--- src/include/tpc_pkg.sv ---
/*
  Constants, field layout and shared decoding for the timer/prescaler
  configuration register. Assumes one synchronous clock and reset.
*/
// Operation
// - The configuration register is six bits wide, written by software and never read back.
// - The register-load instruction copies the working accumulator into the register.
// - Every device reset sets all six implemented bits to one.
// - Bits 7 and 6 are not implemented and always show zero.
// - Bit 5 picks the timer source, one for the external pin and zero for instruction cycles.
// - One prescaler is shared, bit 3 gives it to the watchdog when one and the timer when zero.
package tpc_pkg;
  localparam int CFG_W = 6;
  localparam logic [5:0] CFG_RESET = 6'h3F;
  localparam logic [1:0] CFG_UNIMPL = 2'h0;
  localparam int SRC_BIT = 5;
  localparam int EDGE_BIT = 4;
  localparam int ASSIGN_BIT = 3;
  localparam int RATE_MSB = 2;
  localparam int RATE_LSB = 0;
  localparam int PRESC_W = 8;
  localparam logic [7:0] PRESC_RESET = 8'h00;
  localparam logic [8:0] EVCNT_RESET = 9'h000;

  // Low-bit mask of a power-of-two division by 2^e
  function automatic logic [7:0] tpc_rate_mask(input logic [3:0] e);
    logic [8:0] full;
    full = (9'h001 << e) - 9'h001;
    return full[7:0];
  endfunction : tpc_rate_mask
endpackage : tpc_pkg

--- src/include/tpc_presc_if.sv ---
/*
  Link between the configuration block and its shared prescaler.
  Assumes both ends run on the same clock.
*/
`timescale 1ns/10ps
interface tpc_presc_if;
  logic countEvent;
  logic clear;
  logic [3:0] exponent;
  logic tick;
  modport ctrl (output countEvent, output clear, output exponent, input tick);
  modport presc (input countEvent, input clear, input exponent, output tick);
endinterface : tpc_presc_if

--- src/rtl/tpc_prescaler.sv ---
/*
  Shared power-of-two prescaler: one tick out per 2^exponent events in.
  Assumes exponent only changes together with clear.
*/
`timescale 1ns/10ps
module tpc_prescaler
  import tpc_pkg::*;
(
  input wire logic clock,
  input wire logic reset,
  tpc_presc_if.presc bus
);
  logic [7:0] count_reg;
  logic [7:0] count_next;

  // Terminal count reached on an event; a clear swallows the event
  always_comb begin
    bus.tick = bus.countEvent && !bus.clear && (count_reg == tpc_rate_mask(bus.exponent));
    count_next = count_reg;
    if (bus.clear) begin
      count_next = PRESC_RESET;
    end else if (bus.countEvent) begin
      count_next = bus.tick ? PRESC_RESET : count_reg + 8'h01;
    end
  end

  // Counter register
  always_ff @(posedge clock) begin
    if (reset) begin
      count_reg <= PRESC_RESET;
    end else begin
      count_reg <= count_next;
    end
  end
endmodule : tpc_prescaler

--- src/rtl/tpc_option_reg.sv ---
/*
  Write-only timer/prescaler configuration register with the source,
  edge and prescaler routing it steers. Assumes the core gives a one-cycle
  load strobe with the accumulator, and that the pin, instruction-cycle
  and watchdog ticks are synchronous to clock.
*/
`timescale 1ns/10ps
module tpc_option_reg
  import tpc_pkg::*;
(
  input wire logic clock,
  input wire logic reset,
  input wire logic loadOption,
  input wire logic [7:0] accumulator,
  input wire logic instrCycleTick,
  input wire logic timerExtClockPin,
  input wire logic watchdogRawTick,
  output logic timerSourceSelect,
  output logic timerEdgeSelect,
  output logic prescaleAssign,
  output logic [2:0] prescaleRate,
  output logic [7:0] configView,
  output logic timerTick,
  output logic watchdogTick
);
  logic [5:0] cfg_reg;
  logic [5:0] cfg_next;
  logic pinPrev_reg;
  logic pinPrev_next;
  logic timerTick_reg;
  logic timerTick_next;
  logic watchdogTick_reg;
  logic watchdogTick_next;
  logic [8:0] evCount_reg;
  logic [8:0] evCount_next;
  logic [8:0] wdCount_reg;
  logic [8:0] wdCount_next;
  logic extEdge;
  logic srcEvent;

  tpc_presc_if prescBus ();

  tpc_prescaler uPrescaler (
    .clock(clock),
    .reset(reset),
    .bus(prescBus.presc)
  );

  // Configuration register: loaded only by the load strobe, no read path
  always_comb begin
    cfg_next = cfg_reg;
    if (loadOption) begin
      cfg_next = accumulator[CFG_W-1:0];
    end
  end

  always_ff @(posedge clock) begin
    if (reset) begin
      cfg_reg <= CFG_RESET;
    end else begin
      cfg_reg <= cfg_next;
    end
  end

  // Field decode for the timer and watchdog logic
  assign timerSourceSelect = cfg_reg[SRC_BIT];
  assign timerEdgeSelect = cfg_reg[EDGE_BIT];
  assign prescaleAssign = cfg_reg[ASSIGN_BIT];
  assign prescaleRate = cfg_reg[RATE_MSB:RATE_LSB];
  assign configView = {CFG_UNIMPL, cfg_reg};

  // Previous pin level for edge detection
  always_comb begin
    pinPrev_next = timerExtClockPin;
  end

  always_ff @(posedge clock) begin
    if (reset) begin
      pinPrev_reg <= 1'b0;
    end else begin
      pinPrev_reg <= pinPrev_next;
    end
  end

  // Edge and source selection
  always_comb begin
    extEdge = timerEdgeSelect ? (pinPrev_reg && !timerExtClockPin)
                              : (!pinPrev_reg && timerExtClockPin);
    srcEvent = timerSourceSelect ? extEdge : instrCycleTick;
  end

  // Prescaler routing; a load restarts the count so a new ratio starts clean
  always_comb begin
    prescBus.countEvent = prescaleAssign ? watchdogRawTick : srcEvent;
    prescBus.exponent = prescaleAssign ? {1'b0, prescaleRate}
                                       : {1'b0, prescaleRate} + 4'h1;
    prescBus.clear = loadOption;
  end

  // Tick outputs: the party without the prescaler takes its source directly
  always_comb begin
    timerTick_next = prescaleAssign ? srcEvent : prescBus.tick;
    watchdogTick_next = prescaleAssign ? prescBus.tick : watchdogRawTick;
  end

  always_ff @(posedge clock) begin
    if (reset) begin
      timerTick_reg <= 1'b0;
      watchdogTick_reg <= 1'b0;
    end else begin
      timerTick_reg <= timerTick_next;
      watchdogTick_reg <= watchdogTick_next;
    end
  end

  assign timerTick = timerTick_reg;
  assign watchdogTick = watchdogTick_reg;

  // Checker count of timer-side prescaler inputs between output ticks
  always_comb begin
    evCount_next = evCount_reg;
    if (loadOption) begin
      evCount_next = EVCNT_RESET;
    end else if (prescBus.countEvent && !prescaleAssign) begin
      evCount_next = prescBus.tick ? EVCNT_RESET : evCount_reg + 9'h001;
    end
  end

  always_ff @(posedge clock) begin
    if (reset) begin
      evCount_reg <= EVCNT_RESET;
    end else begin
      evCount_reg <= evCount_next;
    end
  end

  // Checker count of watchdog-side prescaler inputs between output ticks
  always_comb begin
    wdCount_next = wdCount_reg;
    if (loadOption) begin
      wdCount_next = EVCNT_RESET;
    end else if (watchdogRawTick && prescaleAssign) begin
      wdCount_next = prescBus.tick ? EVCNT_RESET : wdCount_reg + 9'h001;
    end
  end

  always_ff @(posedge clock) begin
    if (reset) begin
      wdCount_reg <= EVCNT_RESET;
    end else begin
      wdCount_reg <= wdCount_next;
    end
  end
endmodule : tpc_option_reg

--- config.mk ---
export PLATFORM = sky130hd
export DESIGN_NAME = tpc_option_reg
export DESIGN_NICKNAME = d
export VERILOG_FILES = /design/src/include/tpc_pkg.sv /design/src/include/tpc_presc_if.sv /design/src/rtl/tpc_prescaler.sv /design/src/rtl/tpc_option_reg.sv
export SDC_FILE = /design/constraint.sdc
export NUM_CORES = 1
export LEC_CHECK = 0
export BUFFER_PORTS_ARGS = -buffer_cell sky130_fd_sc_hd__buf_4
export CAP_MARGIN = 25
export CELL_PAD_IN_SITES_DETAIL_PLACEMENT = 1
export CELL_PAD_IN_SITES_GLOBAL_PLACEMENT = 1
export CORE_ASPECT_RATIO = 0.7
export CORE_MARGIN = 5
export CORE_UTILIZATION = 40
export CTS_BUF_LIST = sky130_fd_sc_hd__clkbuf_8 sky130_fd_sc_hd__clkbuf_16
export CTS_CLUSTER_SIZE = 28
export DETAILED_ROUTE_END_ITERATION = 16
export GPL_ROUTABILITY_DRIVEN = 0
export GPL_TIMING_DRIVEN = 0
export PLACE_DENSITY = 0.84
export SLEW_MARGIN = 20
export SYNTH_ARGS = -nofsm -noshare
export SYNTH_HDL_FRONTEND = slang
export SYNTH_HIERARCHICAL = 1
export SYNTH_SLANG_ARGS = --single-unit
--- constraint.sdc ---
create_clock -name clock -period 9.3 [get_ports clock]
set_input_delay 1.395 -clock clock [delete_from_list [all_inputs] [get_ports clock]]
set_output_delay 1.395 -clock clock [all_outputs]
set_load 0.05 [all_outputs]
==> results.ini <==
[hold_path]
hold_class = flop to flop
hold_path_end = cfg_reg[5]
hold_start = cfg_reg[5]
min_path_cells = 2

[yosys]
synthCells = 122
yosysWarnings = 6
synth_top_family_by_area = simple AND/OR/NAND/NOR gates
syn_avg_cell_area_um2 = 8.81
yosys.area.top_type = dfxtp_1
synth-simple-area-share_pct = 23.3
seq_area_frac_synth_pct = 31.7
synth-compound-area-share_pct = 12.0
synthMostInstantiatedCell = dfxtp_1
synthDistinctLibCells = 39
synth_area_leaders = dfxtp_1 32%, xnor2_1 6.5%, xor2_1 5.7%
synth_edf_count = 0
synth_mux_area_share_pct = 6.64
syn_area_mm2 = 0.00107
ys.flop_type = dfxtp_1
synthAdderAreaFrac_pct = 3.49
ys_ff_latch = 17
async_flop_share_pct = 0
synth_common_cells = 17 x dfxtp_1, 14 x nand2_1, 8 x buf_4, 8 x nor3_1, 8 x xnor2_1
synthXorXnorAreaFrac_pct = 12.2
synth_top_cell_area_share_pct = 31.7

[sta]
totalNegativeSetupSlack_ns = 0
final-max-slew-violation-count = 0
setup_ws_ns = 5.80
rsz0062_at_grt = no
fin_skew_ns = 0.00422
period_share_pct = 37.6
post-route-min-period_ns = 3.50
setup_viol = 0
fmax_mhz = 286
max_slew_margin_pct = 53.2
finalHoldViolCount = 0
max_slew.worst_pin.slew_ns = 0.692

[critical_path]
cp_slowest_cell = a211oi_4
crit_fanout = 9
rr_worst_depth = 10
r2r_start = cfg_reg[0]
critPathKind = input port to flop
ff2ff_setup_slack_ns = 5.85
crit_chain = buf_4, o221a_1, o31ai_1, clkbuf_1, nor4b_1, nand4_1, a211oi_4, nand3_1, o41ai_2
endpoint_kind = flop
reg2reg_to = timerTick
cp.arrival_ns = 3.67
max_stage_delay_ns = 0.49
critPathLaunchType = input port
required_ns = 9.47

[floorplanning]
die_w_um = 72.0
core_mm2 = 0.00251
die_y_um = 53.4
rows = 15
initial_core_util_pct = 42.7
ioPinCount = 30
dieArea_mm2 = 0.00384

[grt]
grt_pass1_wl_um = 4830
gr-usage-met2_pct = 30.6
grt_overflow = 0
grt_max_degree = 11
track_usage_pct = 16.7
use_met3_pct = 4.93
grt_pass1_vias = 1024
antenna_found_initial = 0
top_usage_layer = met2
grtUsageMet1_pct = 19.9

[detailed_routing]
ant_nets = 0
wl_per_cell_um = 15.3
drtIter0Drc = 29
drc = 0
viasPerCell = 5.10
routed_wl_um = 2850
first_pass_iters = 4
vias = 949

[pwr]
clockPowerShare_pct = 29.2
p_switching_mw = 0.0654
swShare_pct = 33.8
power_leakage_nw = 0.582
internal-power_mw = 0.128
combPwrFrac_pct = 30.1
seq_power_share_pct = 40.6
ir_worst_vdd_mv = 0.101
p_per_area_mw_per_mm2 = 143

[final_layout]
fin_area_mm2 = 0.00136
fin_util_pct = 53.9
nNetsFinal = 170
largest_register_ffs = 8
n_antenna_cell = 0
final_layout_size_suffix_gt1_share_pct = 30.9
area_delta_synth_final_pct = 26.1
fillers = 315

[clocking]
clk_root_buffer_cell = clkbuf_8
holdBufCountCts = 0
numCtsBuffers = 3
cts_resized = 0
clock_sinks = 17
htree_levels = 1
clk_pin_slew_ns = 0.07
clkLatencyLatePin_ns = 0.26
cts_tree = yes
clock_path_buffers = 2
postCtsSetupBuffers = 0

[place]
port_buffers = 25
placed_cell_area_mm2 = 0.00131
pre_cts_slack_ns = 5.57
hpwl_um = 2300

[outcome]
status = finished, final reports clean

[run]
drv_cap = 0

## cell usage in the layout, fill, tap and decap left out, drive strengths merged, types with 2 or more instances in the layout
cell     n
or3      2
o21ai    2
clkbuf   4
nand2   14
nand3    3
a21oi    3
ha       3
nor4b    2
dfxtp   17
nand4    3
o21a     2
conb     2
mux2i    6
o311ai   2
inv      3
nor3     8
buf     38
nor2     7
xor2     7
xnor2    8
nand2b   2
## power by group through the flow
stage / clock, mW / combinational, mW / sequential [mW]
global placement: 0 / 0.0554 / 0.0800
floorplan: 0 / 0.0354 / 0.0864
detailed placement: 0 / 0.0580 / 0.0803
finish: 0.0566 / 0.0583 / 0.0786
CTS: 0.0578 / 0.0585 / 0.0787
global route: 0.0613 / 0.0627 / 0.0791
## metrics by stage
stage | hold slack, ns | std cells | total power, mW
3_3_place_gp | 0.550 | 182 | 0.135
4_1_cts | 0.581 | 186 | 0.195
6_report | 0.571 | 186 | 0.193
5_1_grt | 0.630 | 186 | 0.203
3_5_place_dp | 0.556 | 182 | 0.138
2_1_floorplan | 0.537 | 123 | 0.122
## worst max-delay path, delay by kind of cell
kind	cells	cell delay [ns]
buffers and inverters	2	0.47
and+or+nand+nor	3	0.72
AOI/OAI and AO/OA	4	1.08
## how the worst max path moves through the flow
stage                                start  slack [ns]           end
final                     timerExtClockPin        5.80     timerTick
after global routing      timerExtClockPin        5.63  watchdogTick
after CTS                 timerExtClockPin        5.79  watchdogTick
after detailed placement  timerExtClockPin        5.57  watchdogTick
after global placement    timerExtClockPin        5.63     timerTick
after floorplan                 cfg_reg[0]        5.90     timerTick
## layout make-up
cell class,instances,area (um2),area share (%)
Multi-Input combinational cell,89,627,46.3
Clock inverter,1,5.00,0.369
Tap cell,34,42.5,3.14
Inverter,3,11.3,0.831
Clock buffer,3,41.3,3.05
Buffer,14,100,7.39
Timing Repair Buffer,25,188,13.9
Sequential cell,17,340,25.1
## routing by layer
| metal | vias to the layer above | part of all wire [%] |
|---|---|---|
| met1 | 456 | 46 |
| met2 | 15 | 50 |
| met5 | - | 0 |
| li1 | 476 | - |
| met4 | 0 | 0.28 |
| met3 | 2 | 3.6 |
## logic make-up (layout without fill, tap and decap cells)
group           count (synthesis)  after routing
compound gates                 15             15
flops                          17             17
buf+inv                        17             46
mux                             7              7
xor+xnor                       15             15
simple gates                   47             47
other cells                     1              2
fa+ha+maj                       3              3
Note: power is estimated with default switching activity, not from simulation.
